**config.mk**
```make
export PLATFORM = sky130hd
export DESIGN_NAME = chm_clock_health_monitor
export DESIGN_NICKNAME = d
export VERILOG_FILES = /design/src/chm_pkg.sv /design/src/chm_freq_mon.sv /design/src/chm_clock_health_monitor.sv
export SDC_FILE = /design/constraint.sdc
export NUM_CORES = 1
export LEC_CHECK = 0
export BUFFER_PORTS_ARGS = -buffer_cell sky130_fd_sc_hd__buf_2
export CAP_MARGIN = 10
export CORE_MARGIN = 2
export CORE_UTILIZATION = 55
export CTS_CLUSTER_SIZE = 24
export DETAILED_ROUTE_END_ITERATION = 8
export PLACE_DENSITY = 0.85
export SETUP_SLACK_MARGIN = 0.15
export SYNTH_ARGS = -nofsm -noshare
export SYNTH_HDL_FRONTEND = slang
export SYNTH_SLANG_ARGS = --single-unit
```
**constraint.sdc**
```tcl
create_clock -name clk -period 2.5 [get_ports clk]
set_input_delay 0.375 -clock clk [delete_from_list [all_inputs] [get_ports clk]]
set_output_delay 0.375 -clock clk [all_outputs]
set_load 0.005 [all_outputs]
```
**src/chm_pkg.sv**
```systemverilog
// chm_pkg: register map, field positions, timing counts and shared types
// for the clock health monitor.
// assumes a 100 MHz core clock; all users reference items as chm_pkg::name.
package chm_pkg;

  // ---------------------------------------------------------------
  // register offsets (byte addresses, one 32-bit word each)
  // ---------------------------------------------------------------
  localparam logic [7:0] ADDR_CTRL     = 8'h00;
  localparam logic [7:0] ADDR_FAULT    = 8'h04;
  localparam logic [7:0] ADDR_WARN     = 8'h08;
  localparam logic [7:0] ADDR_IRQ_STAT = 8'h0C;
  localparam logic [7:0] ADDR_IRQ_MASK = 8'h10;
  localparam logic [7:0] ADDR_BIST     = 8'h14;

  // ---------------------------------------------------------------
  // field positions and reset values
  // ---------------------------------------------------------------
  localparam int BIT_CORE  = 0;
  localparam int BIT_SRC   = 1;
  localparam int BIT_SYNC  = 2;
  localparam int BIT_REG1  = 3;
  localparam int BIT_REG2  = 4;
  localparam int BIT_BOOST = 6;
  localparam int CTRL_SRC_SEL = 7;
  localparam logic [7:0] CTRL_RST  = 8'h5B;
  localparam logic [7:0] CTRL_MASK = 8'hDF;
  localparam logic [7:0] FAULT_MASK = 8'h5F;
  localparam logic [7:0] WARN_MASK = 8'h5E;
  localparam int IRQ_WARN      = 0;
  localparam int IRQ_ERR       = 1;
  localparam int IRQ_PU_TO     = 2;
  localparam int IRQ_BIST_DONE = 3;
  localparam int IRQ_BIST_FAIL = 4;
  localparam int IRQ_W         = 5;
  localparam int BIST_START    = 0;
  localparam int BIST_BUSY     = 1;
  localparam int BIST_FAILED   = 2;
  localparam int BIST_PU_TO    = 3;

  // monitor index to status bit: sync, core, reg1, reg2, boost, source
  localparam int NUM_MON  = 6;
  localparam int MON_CORE = 1;
  localparam int MON_BIT [0:5] = '{2, 0, 3, 4, 6, 1};

  // ---------------------------------------------------------------
  // timing
  // ---------------------------------------------------------------
  localparam int CLK_KHZ         = 100000;
  localparam int SYSTEM_CORE_CLOCK_KHZ      = 8000;
  localparam int DETECT_MAX_SYSC = 143;
  localparam int DETECT_MAX_CYC  = DETECT_MAX_SYSC * CLK_KHZ / SYSTEM_CORE_CLOCK_KHZ;
  localparam int MON_WIN_CYC     = DETECT_MAX_CYC / 2 - 4;
  localparam int PU_TO_US        = 1000;
  localparam int PU_TO_CYC       = PU_TO_US * (CLK_KHZ / 1000);
  localparam int BIST_PULSE_CYC  = 8;
  localparam int BIST_GAP_CYC    = 8;
  localparam int BIST_PULSES     = 2;

  // edge counts per window, and core cycles per reference period
  localparam int EDGE_LO_ERR  = 14;
  localparam int EDGE_LO_WARN = 17;
  localparam int EDGE_HI_WARN = 23;
  localparam int EDGE_HI_ERR  = 26;
  localparam int REF_LO_ERR   = 38;
  localparam int REF_LO_WARN  = 41;
  localparam int REF_HI_WARN  = 49;
  localparam int REF_HI_ERR   = 52;

  // ---------------------------------------------------------------
  // types
  // ---------------------------------------------------------------
  typedef enum logic [1:0] {
    BS_IDLE  = 2'b00,
    BS_PULSE = 2'b01,
    BS_GAP   = 2'b10,
    BS_DONE  = 2'b11
  } chm_bist_e;

  typedef struct packed {
    logic [7:0] warn;
    logic [7:0] err;
  } chm_flags_s;

endpackage : chm_pkg

```
**src/chm_freq_mon.sv**
```systemverilog
// chm_freq_mon: one digital frequency monitor with warning and error bands.
// assumes pin is asynchronous to clk; warn/err are live levels, not sticky.
`timescale 1ns/1ps
module chm_freq_mon #(
  parameter bit MODE    = 1'b0,  // 0: pin edges per window, 1: clk cycles per pin period
  parameter int WIN     = chm_pkg::MON_WIN_CYC,
  parameter int LO_ERR  = chm_pkg::EDGE_LO_ERR,
  parameter int LO_WARN = chm_pkg::EDGE_LO_WARN,
  parameter int HI_WARN = chm_pkg::EDGE_HI_WARN,
  parameter int HI_ERR  = chm_pkg::EDGE_HI_ERR
) (
  input  wire logic clk,        // core clock
  input  wire logic nrst,       // sync reset, active low
  input  wire logic ce,         // clock enable
  input  wire logic en,         // monitor enabled
  input  wire logic force_flt,  // self-test pulse
  input  wire logic pin,        // monitored or reference clock pin
  output logic      warn,       // frequency outside warning band
  output logic      err         // frequency outside error band
);

  localparam int CW = 12;

  logic          s1_reg, s2_reg, s3_reg, frc_d_reg, arm_reg;
  logic [CW-1:0] win_reg, cnt_reg;
  logic          warn_next, err_next;

  // a test pulse restarts the measurement so forced flags never outlive it
  wire           restart  = !en | force_flt;
  wire           frc_end  = frc_d_reg & ~force_flt;
  wire           edge_det = s2_reg & ~s3_reg;
  wire           win_end  = MODE ? edge_det : (win_reg == CW'(WIN - 1));
  // a period count that began mid-period is too short: judge it only once armed
  wire           lo_ok    = !MODE | arm_reg;
  wire           tick     = MODE ? 1'b1 : edge_det;
  wire [CW-1:0]  cnt_now  = (cnt_reg == '1) ? cnt_reg : cnt_reg + CW'(tick);
  // a count above the band shows mid-window, below it only when the window closes
  wire           hi_err   = cnt_now > CW'(HI_ERR);
  wire           hi_warn  = cnt_now > CW'(HI_WARN);
  wire           lo_err   = win_end & lo_ok & (cnt_now < CW'(LO_ERR));
  wire           lo_warn  = win_end & lo_ok & (cnt_now < CW'(LO_WARN));

  // warning band lies inside the error band, so warn never trails err
  assign err_next  = !en ? 1'b0 : force_flt ? 1'b1 :
                     (hi_err | lo_err) ? 1'b1 : (win_end | frc_end) ? 1'b0 : err;
  assign warn_next = !en ? 1'b0 : force_flt ? 1'b1 :
                     (hi_warn | lo_warn) ? 1'b1 : (win_end | frc_end) ? 1'b0 : warn;

  always_ff @(posedge clk) begin
    if (!nrst) begin
      {s1_reg, s2_reg, s3_reg} <= 3'h0;
      frc_d_reg <= 1'b0;
      arm_reg <= 1'b0;
      win_reg <= '0;
      cnt_reg <= '0;
      warn    <= 1'b0;
      err     <= 1'b0;
    end else if (ce) begin
      {s3_reg, s2_reg, s1_reg} <= {s2_reg, s1_reg, pin};
      win_reg <= (restart || win_end) ? '0 : win_reg + CW'(1);
      cnt_reg <= (restart || win_end) ? '0 : cnt_now;
      arm_reg <= !restart & (arm_reg | win_end);
      frc_d_reg <= force_flt;
      warn    <= warn_next;
      err     <= err_next;
    end
  end
endmodule : chm_freq_mon

```
**src/chm_clock_health_monitor.sv**
```systemverilog
// chm_clock_health_monitor: clock supervision, flags, self-test and APB registers.
// assumes APB master on clk; device sequencer signals are on clk; clock pins
// and the analog supervisor lines are asynchronous and synchronised here.
//
// What this block does
// - start-up timeout without valid core clock requests off and latches both faults.
// - analog supervisor checks core clock before trim load and cannot be disabled.
// - digital monitors run only after trim download succeeded after power-on reset.
// - six monitors; five against core clock, core clock against selected reference.
// - sync, core, source errors at bits 2, 0, 1; core has no warning.
// - regulator one, two and boost clock flags at bits 3, 4, 6.
// - core clock reference is PLL clock when select is 0, modulated when 1.
// - core clock error sets flags but causes no fault reaction.
// - monitors flag clocks too fast or too slow continuously while enabled.
// - a warning flag is raised no later than the matching error.
// - out-of-range clock detected within 143 cycles of an 8 MHz clock.
// - after reset all monitors enabled except the sync input monitor.
// - self-test runs at every power-up and during the reset extension.
// - self-test gives two pulses per comparator, bypassing status bits.
// - every analog and digital clock monitor is exercised by self-test.
//
// Added by the designer: register access over APB and the register offsets.
`timescale 1ns/1ps
module chm_clock_health_monitor #(
  parameter int PU_TO_CYC = chm_pkg::PU_TO_CYC  // start-up timeout in clk cycles
) (
  input  wire logic        clk,              // 100 MHz core clock
  input  wire logic        nrst,             // sync reset, active low
  input  wire logic        ce,               // clock enable, freezes state
  input  wire logic [7:0]  paddr,            // APB address
  input  wire logic        psel,             // APB select
  input  wire logic        penable,          // APB enable
  input  wire logic        pwrite,           // APB write
  input  wire logic [31:0] pwdata,           // APB write data
  output logic      [31:0] prdata,           // APB read data
  output logic             pready,           // APB ready
  output logic             pslverr,          // APB error, unmapped address
  input  wire logic        sync_in_clk,      // external sync clock pin
  input  wire logic        pll_clk,          // PLL clock
  input  wire logic        mod_clk,          // modulated clock
  input  wire logic        reg1_clk,         // first regulator switching clock
  input  wire logic        reg2_clk,         // second regulator switching clock
  input  wire logic        boost_clk,        // boost switching clock
  input  wire logic        por_released,     // core out of power-on reset
  input  wire logic        trim_done,        // trim download finished
  input  wire logic        trim_err,         // trim download failed
  input  wire logic        pwrup_active,     // power-up, supplies not yet on
  input  wire logic        reset_ext_active, // reset output extension running
  input  wire logic        op_state_active,  // diagnostic, active or safe state
  input  wire logic        analog_clk_ok,    // analog supervisor: clock valid
  input  wire logic        analog_resp,      // analog supervisor test response
  output logic             off_request,      // return to off state
  output logic             clk_fault_react,  // fault reaction request
  output logic             analog_test,      // test pulse to analog supervisor
  output logic             bist_busy,        // self-test running
  output logic             irq               // level interrupt
);

  // ---------------------------------------------------------------
  // registers and state
  // ---------------------------------------------------------------
  logic [7:0]                ctrl_reg, fault_reg, warn_reg, mask_reg;
  logic [chm_pkg::IRQ_W-1:0] istat_reg;
  logic [7:0]                fault_next, warn_next, set_err, set_warn;
  logic [chm_pkg::IRQ_W-1:0] istat_next, ev;
  logic                      trim_ok_reg, pu_to_reg;
  logic [31:0]               pu_cnt_reg;
  logic                      ak1_reg, ak2_reg, ar1_reg, ar2_reg;
  logic                      pwrup_d_reg, rext_d_reg;
  chm_pkg::chm_bist_e        st_reg, st_next;
  logic [3:0]                st_cnt_reg;
  logic [1:0]                pulse_reg;
  logic                      run_fail_reg;
  logic                      tst_reg;
  chm_pkg::chm_flags_s       raw;
  logic [chm_pkg::NUM_MON-1:0] mon_err, mon_warn, mon_en;

  // ---------------------------------------------------------------
  // apb decode
  // ---------------------------------------------------------------
  wire setup     = psel & ~penable;
  wire acc       = psel & penable & pready;
  wire wr        = acc & pwrite;
  wire hit_ctrl  = paddr == chm_pkg::ADDR_CTRL;
  wire hit_fault = paddr == chm_pkg::ADDR_FAULT;
  wire hit_warn  = paddr == chm_pkg::ADDR_WARN;
  wire hit_istat = paddr == chm_pkg::ADDR_IRQ_STAT;
  wire hit_mask  = paddr == chm_pkg::ADDR_IRQ_MASK;
  wire hit_bist  = paddr == chm_pkg::ADDR_BIST;
  wire hit_any   = hit_ctrl | hit_fault | hit_warn | hit_istat | hit_mask | hit_bist;

  wire [7:0] clr_fault = (wr & hit_fault) ? pwdata[7:0] : 8'h00;
  wire [7:0] clr_warn  = (wr & hit_warn) ? pwdata[7:0] : 8'h00;
  wire [chm_pkg::IRQ_W-1:0] clr_istat =
    (wr & hit_istat) ? pwdata[chm_pkg::IRQ_W-1:0] : '0;

  wire [7:0] bist_rd = {4'h0, pu_to_reg, run_fail_reg, bist_busy, 1'b0};
  wire [31:0] rd_mux =
    hit_ctrl  ? {24'h0, ctrl_reg} :
    hit_fault ? {24'h0, fault_reg} :
    hit_warn  ? {24'h0, warn_reg} :
    hit_istat ? {27'h0, istat_reg} :
    hit_mask  ? {27'h0, mask_reg[chm_pkg::IRQ_W-1:0]} :
    hit_bist  ? {24'h0, bist_rd} : 32'h0;

  always_ff @(posedge clk) begin
    if (!nrst) begin
      pready  <= 1'b0;
      pslverr <= 1'b0;
      prdata  <= 32'h0;
    end else if (ce) begin
      // zero wait states: ready rises in the cycle after setup
      pready  <= setup;
      pslverr <= setup & ~hit_any;
      prdata  <= (setup & ~pwrite) ? rd_mux : 32'h0;
    end
  end

  // ---------------------------------------------------------------
  // control register
  // ---------------------------------------------------------------
  always_ff @(posedge clk) begin
    if (!nrst) begin
      ctrl_reg <= chm_pkg::CTRL_RST;
      mask_reg <= 8'h00;
    end else if (ce) begin
      if (wr & hit_ctrl)
        ctrl_reg <= pwdata[7:0] & chm_pkg::CTRL_MASK;
      if (wr & hit_mask)
        mask_reg <= {3'h0, pwdata[chm_pkg::IRQ_W-1:0]};
    end
  end

  // ---------------------------------------------------------------
  // analog supervisor and start-up timeout
  // ---------------------------------------------------------------
  // the timer has no enable bit: it cannot be switched off by software
  wire pu_hit = pwrup_active & ~ak2_reg & ~pu_to_reg &
                (pu_cnt_reg == 32'(PU_TO_CYC - 1));

  always_ff @(posedge clk) begin
    if (!nrst) begin
      {ak1_reg, ak2_reg, ar1_reg, ar2_reg} <= 4'h0;
      pu_cnt_reg  <= 32'h0;
      pu_to_reg   <= 1'b0;
      off_request <= 1'b0;
      trim_ok_reg <= 1'b0;
    end else if (ce) begin
      {ak2_reg, ak1_reg} <= {ak1_reg, analog_clk_ok};
      {ar2_reg, ar1_reg} <= {ar1_reg, analog_resp};
      pu_cnt_reg <= (pwrup_active & ~ak2_reg & ~pu_to_reg) ?
                    pu_cnt_reg + 32'h1 : 32'h0;
      pu_to_reg   <= pu_to_reg | pu_hit;
      off_request <= pwrup_active & (off_request | pu_hit);
      trim_ok_reg <= por_released & (trim_ok_reg | (trim_done & ~trim_err));
    end
  end

  // ---------------------------------------------------------------
  // digital monitors
  // ---------------------------------------------------------------
  // the reference mux sits on raw pins; a glitch at a switch is one bad window
  wire src_clk = ctrl_reg[chm_pkg::CTRL_SRC_SEL] ? mod_clk : pll_clk;
  wire [chm_pkg::NUM_MON-1:0] mon_pin =
    {src_clk, boost_clk, reg2_clk, reg1_clk, src_clk, sync_in_clk};

  for (genvar g = 0; g < chm_pkg::NUM_MON; g++) begin : g_mon
    localparam bit IS_REF = (g == chm_pkg::MON_CORE);
    assign mon_en[g] = trim_ok_reg & ctrl_reg[chm_pkg::MON_BIT[g]];
    chm_freq_mon #(
      .MODE    (IS_REF),
      .WIN     (chm_pkg::MON_WIN_CYC),
      .LO_ERR  (IS_REF ? chm_pkg::REF_LO_ERR  : chm_pkg::EDGE_LO_ERR),
      .LO_WARN (IS_REF ? chm_pkg::REF_LO_WARN : chm_pkg::EDGE_LO_WARN),
      .HI_WARN (IS_REF ? chm_pkg::REF_HI_WARN : chm_pkg::EDGE_HI_WARN),
      .HI_ERR  (IS_REF ? chm_pkg::REF_HI_ERR  : chm_pkg::EDGE_HI_ERR)
    ) u_mon (
      .clk       (clk),
      .nrst      (nrst),
      .ce        (ce),
      .en        (mon_en[g] | tst_reg),
      .force_flt (tst_reg),
      .pin       (mon_pin[g]),
      .warn      (mon_warn[g]),
      .err       (mon_err[g])
    );
  end

  assign raw.err  = {1'b0, mon_err[4], 1'b0, mon_err[3], mon_err[2],
                     mon_err[0], mon_err[5], mon_err[1]};
  assign raw.warn = {1'b0, mon_warn[4], 1'b0, mon_warn[3], mon_warn[2],
                     mon_warn[0], mon_warn[5], 1'b0};

  // ---------------------------------------------------------------
  // sticky flags, fault reaction and interrupt
  // ---------------------------------------------------------------
  // self-test pulses never reach the flags; a new event beats a clear
  assign set_err  = (bist_busy ? 8'h00 : raw.err) | {7'h0, pu_hit};
  assign set_warn = bist_busy ? 8'h00 : raw.warn & chm_pkg::WARN_MASK;
  assign fault_next = (fault_reg & ~clr_fault) | set_err;
  assign warn_next  = (warn_reg & ~clr_warn) | set_warn;
  assign ev[chm_pkg::IRQ_WARN]      = |(set_warn & ~warn_reg);
  assign ev[chm_pkg::IRQ_ERR]       = |(set_err & ~fault_reg);
  assign ev[chm_pkg::IRQ_PU_TO]     = pu_hit;
  assign ev[chm_pkg::IRQ_BIST_DONE] = st_reg == chm_pkg::BS_DONE;
  assign ev[chm_pkg::IRQ_BIST_FAIL] = (st_reg == chm_pkg::BS_DONE) & run_fail_reg;
  assign istat_next = (istat_reg & ~clr_istat) | ev;

  always_ff @(posedge clk) begin
    if (!nrst) begin
      fault_reg       <= 8'h00;
      warn_reg        <= 8'h00;
      istat_reg       <= '0;
      irq             <= 1'b0;
      clk_fault_react <= 1'b0;
    end else if (ce) begin
      fault_reg <= fault_next;
      warn_reg  <= warn_next;
      istat_reg <= istat_next;
      irq       <= |(istat_next & mask_reg[chm_pkg::IRQ_W-1:0]);
      clk_fault_react <= ~bist_busy &
        |(raw.err & chm_pkg::FAULT_MASK & ~(8'h01 << chm_pkg::BIT_CORE));
    end
  end

  // ---------------------------------------------------------------
  // self-test sequencer
  // ---------------------------------------------------------------
  wire auto_trig = (pwrup_active & ~pwrup_d_reg) |
                   (reset_ext_active & ~rext_d_reg);
  wire sw_trig   = wr & hit_bist & pwdata[chm_pkg::BIST_START] & op_state_active;
  wire st_last   = st_cnt_reg == 4'(chm_pkg::BIST_PULSE_CYC - 1);
  wire gap_last  = st_cnt_reg == 4'(chm_pkg::BIST_GAP_CYC - 1);
  wire last_pls  = pulse_reg == 2'(chm_pkg::BIST_PULSES - 1);
  wire resp_ok   = (&mon_err) & ar2_reg;

  always_comb begin
    st_next = st_reg;
    case (st_reg)
      chm_pkg::BS_IDLE:  if (auto_trig | sw_trig) st_next = chm_pkg::BS_PULSE;
      chm_pkg::BS_PULSE: if (st_last) st_next = chm_pkg::BS_GAP;
      chm_pkg::BS_GAP:   if (gap_last)
                           st_next = last_pls ? chm_pkg::BS_DONE : chm_pkg::BS_PULSE;
      chm_pkg::BS_DONE:  st_next = chm_pkg::BS_IDLE;
      default:           st_next = chm_pkg::BS_IDLE;
    endcase
  end

  always_ff @(posedge clk) begin
    if (!nrst) begin
      st_reg       <= chm_pkg::BS_IDLE;
      st_cnt_reg   <= 4'h0;
      pulse_reg    <= 2'h0;
      run_fail_reg <= 1'b0;
      tst_reg      <= 1'b0;
      analog_test  <= 1'b0;
      bist_busy    <= 1'b0;
      pwrup_d_reg  <= 1'b0;
      rext_d_reg   <= 1'b0;
    end else if (ce) begin
      pwrup_d_reg <= pwrup_active;
      rext_d_reg  <= reset_ext_active;
      st_reg      <= st_next;
      st_cnt_reg  <= (st_next != st_reg) ? 4'h0 : st_cnt_reg + 4'h1;
      tst_reg     <= st_next == chm_pkg::BS_PULSE;
      analog_test <= st_next == chm_pkg::BS_PULSE;
      bist_busy   <= st_next != chm_pkg::BS_IDLE;
      if (st_reg == chm_pkg::BS_IDLE && st_next == chm_pkg::BS_PULSE) begin
        pulse_reg    <= 2'h0;
        run_fail_reg <= 1'b0;
      end else if (st_reg == chm_pkg::BS_GAP && gap_last) begin
        pulse_reg <= pulse_reg + 2'h1;
      end
      if (st_reg == chm_pkg::BS_PULSE && st_last && !resp_ok)
        run_fail_reg <= 1'b1;
    end
  end

  logic [2:0] pls_seen;
  always_ff @(posedge clk) begin
    if (!nrst)
      pls_seen <= 3'h0;
    else if (ce && st_reg == chm_pkg::BS_IDLE)
      pls_seen <= 3'h0;
    else if (ce && tst_reg && st_cnt_reg == 4'h0)
      pls_seen <= pls_seen + 3'h1;
  end
endmodule : chm_clock_health_monitor

```
==> out/metrics.cfg <==
[route]
drc=0
postRouteAntennaNets=0
wl_per_cell_um=16.3
routed_wl_um=37100
routed_via_density=6.10
vias=13800
drtIter0Drc=1229
dr.pass1.iters=5

[setup_path]
required_ns=3.00
startpoint=g_mon[2].u_mon.cnt_reg[6]
critPathCapture=g_mon[2].u_mon.cnt_reg[6]
crit_type=reg -> reg
reg2reg_depth=8
worstPathArrival_ns=2.74
startpoint_type=flop
critical_path.endpoint_type=flop
r2r_start=g_mon[2].u_mon.cnt_reg[6]
rrSetupSlack_ns=0.26
r2r_end=g_mon[2].u_mon.cnt_reg[6]
path_max_fanout=8

[global_route]
antenna_found_initial=0
grt_pass1_wl_um=61200
grt_start_max_net_pins=72
grt_usage=0.255
grt_pass1_vias=13000
grt_overflow=0

[clock_network]
cts_buffers=29
htreeDepth=1
cts_tree=yes
ctsHoldBuffers=0
clk_latency_ns=0.58
cts.path.max_buffers=3
cts_sinks=257
clk_pin_slew_worst_paths_ns=0.06
clockRootBuffer=clkbuf_16

[yosys]
synth_edf_count=0
avgSynthCellArea_um2=7.80
synth_cell_types=87
yosysSeqAreaShare=0.356
muxShareOfSynthArea=0.0258
synth_adder_area_share=0.0208
synthArstFlopShare=0
yosysWarnings=0
synth-simple-area-share=0.297
syn_inst=1851
synth_xor_area_frac=0.0601
synth_flop_cell=dfxtp_1
synth_compound_area_frac=0.187
synth_top_family_by_area=simple AND/OR/NAND/NOR gates
synth_seq_cells=257
synth_area_um2=14400

[sta]
skew_ns=0.0306
holdWs_ns=0.0314
fin_crit_sh=0.897
relSlewSlack=0.598
hold_violations=0
min_period_ns=2.24
finalSetupViolations=0
max_freq_ghz=0.446
worst_pin_slew_ns=0.598
finalMaxSlewViolations=0
rsz0062_at_grt=yes

[finish]
fin_nets=1998
antenna_cells=0
fillerInstances=2100
largest_reg_flops=72
multi_input_area_um2=8880
seq_area_um2=5150
drive_gt1_frac=0.142
areaGrowthSynthToFinish_pct=14.7
finalNonFillerCells=2270

[power_and_ir_drop]
vdd_drop_max_uv=574
p_per_area_nw_per_um2=543
p_leak_nw=6.08
power_switching_w=0.00212
p_comb_frac=0.061
power.share.clock=0.475
p_sw_frac=0.235
p_seq_frac=0.464
p_int_w=0.00688

[die]
initial_core_util=0.557
ioPinCount=99
die_area_um2=27600
core_area_um2=25900
chipWidth_um=166
die_h_um=166
rows=59

[flow_run]
maxCapViolCount=0

[placement]
gp_congestion=0.922
dp_cells=2206
port_buffers=50
dp_hpwl_um=24700

[hold_path]
hold_class=in -> reg
hp-start=pwdata[7]

[run_status]
status=completed

metrics by stage:
step	setup WS (ns)	utilization	instance area (µm²)	power [W]	TNS, ns
floorplan	0.163	-	14500	0.00462	0
global placement	0.0293	0.589	15200	0.00477	0
detailed placement	-0.0116	0.589	15200	0.00479	-0.0116
CTS	0.163	0.628	16300	0.00904	0
global route	0.0262	0.639	16600	0.00929	0
finish	0.256	0.639	16600	0.00899	0
critical path, cell delays in order, from the launching register on:
cell and delay [ns]:
dfxtp_1 0.44, nand4_1 0.26, nor3_1 0.56, and3_1 0.26, buf_4 0.16, or2_2 0.13, nand2_1 0.04, a21boi_0 0.19
o21a_1 0.14
power groups by stage:
stage	Clock [W]	Combinational [W]	Sequential, W
3_3_place_gp	0	0.000511	0.00426
3_5_place_dp	0	0.000525	0.00426
5_1_grt	0.00452	0.000598	0.00418
4_1_cts	0.00433	0.000534	0.00417
2_1_floorplan	0	0.000377	0.00425
6_report	0.00427	0.000548	0.00417
cells by family (layout without fill, tap and decap cells):
kind of cell	after synthesis	count (layout)
muxes	37	37
other	1	24
AOI/OAI and AO/OA	418	418
buffers and inverters	170	231
xor gates and xnor gates	99	99
DFF	257	257
and+or+nand+nor	845	845
adders and majority gates	24	24
layout by cell type (no fill, tap or decap), types with 35 or more instances in the layout:
cell        n
nor3_1     53
a21oi_1   108
mux2i_1    35
inv_1      35
nor2_1    183
nor2b_1    74
xnor2_1    39
a21boi_0   35
nand3_1   106
nand2_1   194
nand4_1    57
o21ai_0    93
buf_2      48
dfxtp_1   250
xor2_1     60
buf_4      88
Yosys cell counts, types with 5 or more instances:
master / count / area (µm²)
nand3b_1: 8 / 60.1
buf_2: 14 / 70.1
a32oi_1: 5 / 43.8
nor4b_1: 5 / 43.8
nand3_1: 108 / 541
mux2i_1: 35 / 350
o21a_1: 17 / 128
o31ai_1: 6 / 45.0
xnor2_1: 39 / 342
or2_2: 15 / 93.8
nand4_1: 57 / 357
nand2b_1: 7 / 43.8
nor2_1: 185 / 694
o21ai_0: 95 / 475
buf_4: 25 / 188
buf_1: 10 / 37.5
nor3_1: 62 / 310
a31oi_1: 18 / 113
nor3b_1: 11 / 82.6
a22oi_1: 26 / 195
and4_1: 8 / 70.1
o22ai_1: 9 / 56.3
nor4_1: 20 / 125
o2bb2ai_1: 5 / 43.8
and2_1: 10 / 62.6
o221ai_1: 5 / 43.8
inv_1: 35 / 131
or4_1: 5 / 37.5
a211oi_1: 8 / 60.1
ha_1: 24 / 300
and3b_1: 5 / 43.8
and3_1: 34 / 213
nor2b_1: 78 / 488
dfxtp_1: 257 / 5140
a21boi_0: 35 / 263
clkbuf_1: 83 / 312
o211a_1: 6 / 60.1
o211ai_1: 12 / 90.1
nand2_1: 198 / 743
o21ai_1: 5 / 25.0
a21o_1: 16 / 120
xor2_1: 60 / 526
a21oi_1: 108 / 541
or3_1: 12 / 75.1
how the worst min path moves through the flow:
stage / to / cells after the start
finish: warn_reg[7] / 2
global route: warn_reg[7] / 2
CTS: warn_reg[7] / 2
detailed placement: warn_reg[7] / 2
global placement: fault_reg[7] / 2
floorplan: warn_reg[0] / 2
layer usage:
| metal | vias up | wire [µm] | GRT usage |
|---|---|---|---|
| li1 | 6686 | - | - |
| met1 | 6562 | 15500 | 0.334 |
| met2 | 505 | 18100 | 0.437 |
| met3 | 85 | 2400 | 0.0305 |
| met4 | 0 | 1140 | 0.0870 |
| met5 | - | 0 | 0 |
final cells by class:
type,count,area share
Clock buffer,47,0.0539
Clock inverter,5,0.00416
Inverter,37,0.00846
Multi-Input combinational cell,1447,0.536
Sequential cell,257,0.311
Tap cell,335,0.0253
Timing Repair Buffer,142,0.0606
repair_timing:
item	CTS	global route
pin swaps	2	13
setup endpoints to repair	25	44
gates resized for setup	15	51
buffers inserted	0	12
hold endpoints to repair	0	0
Power figures use the tool's default switching activity.
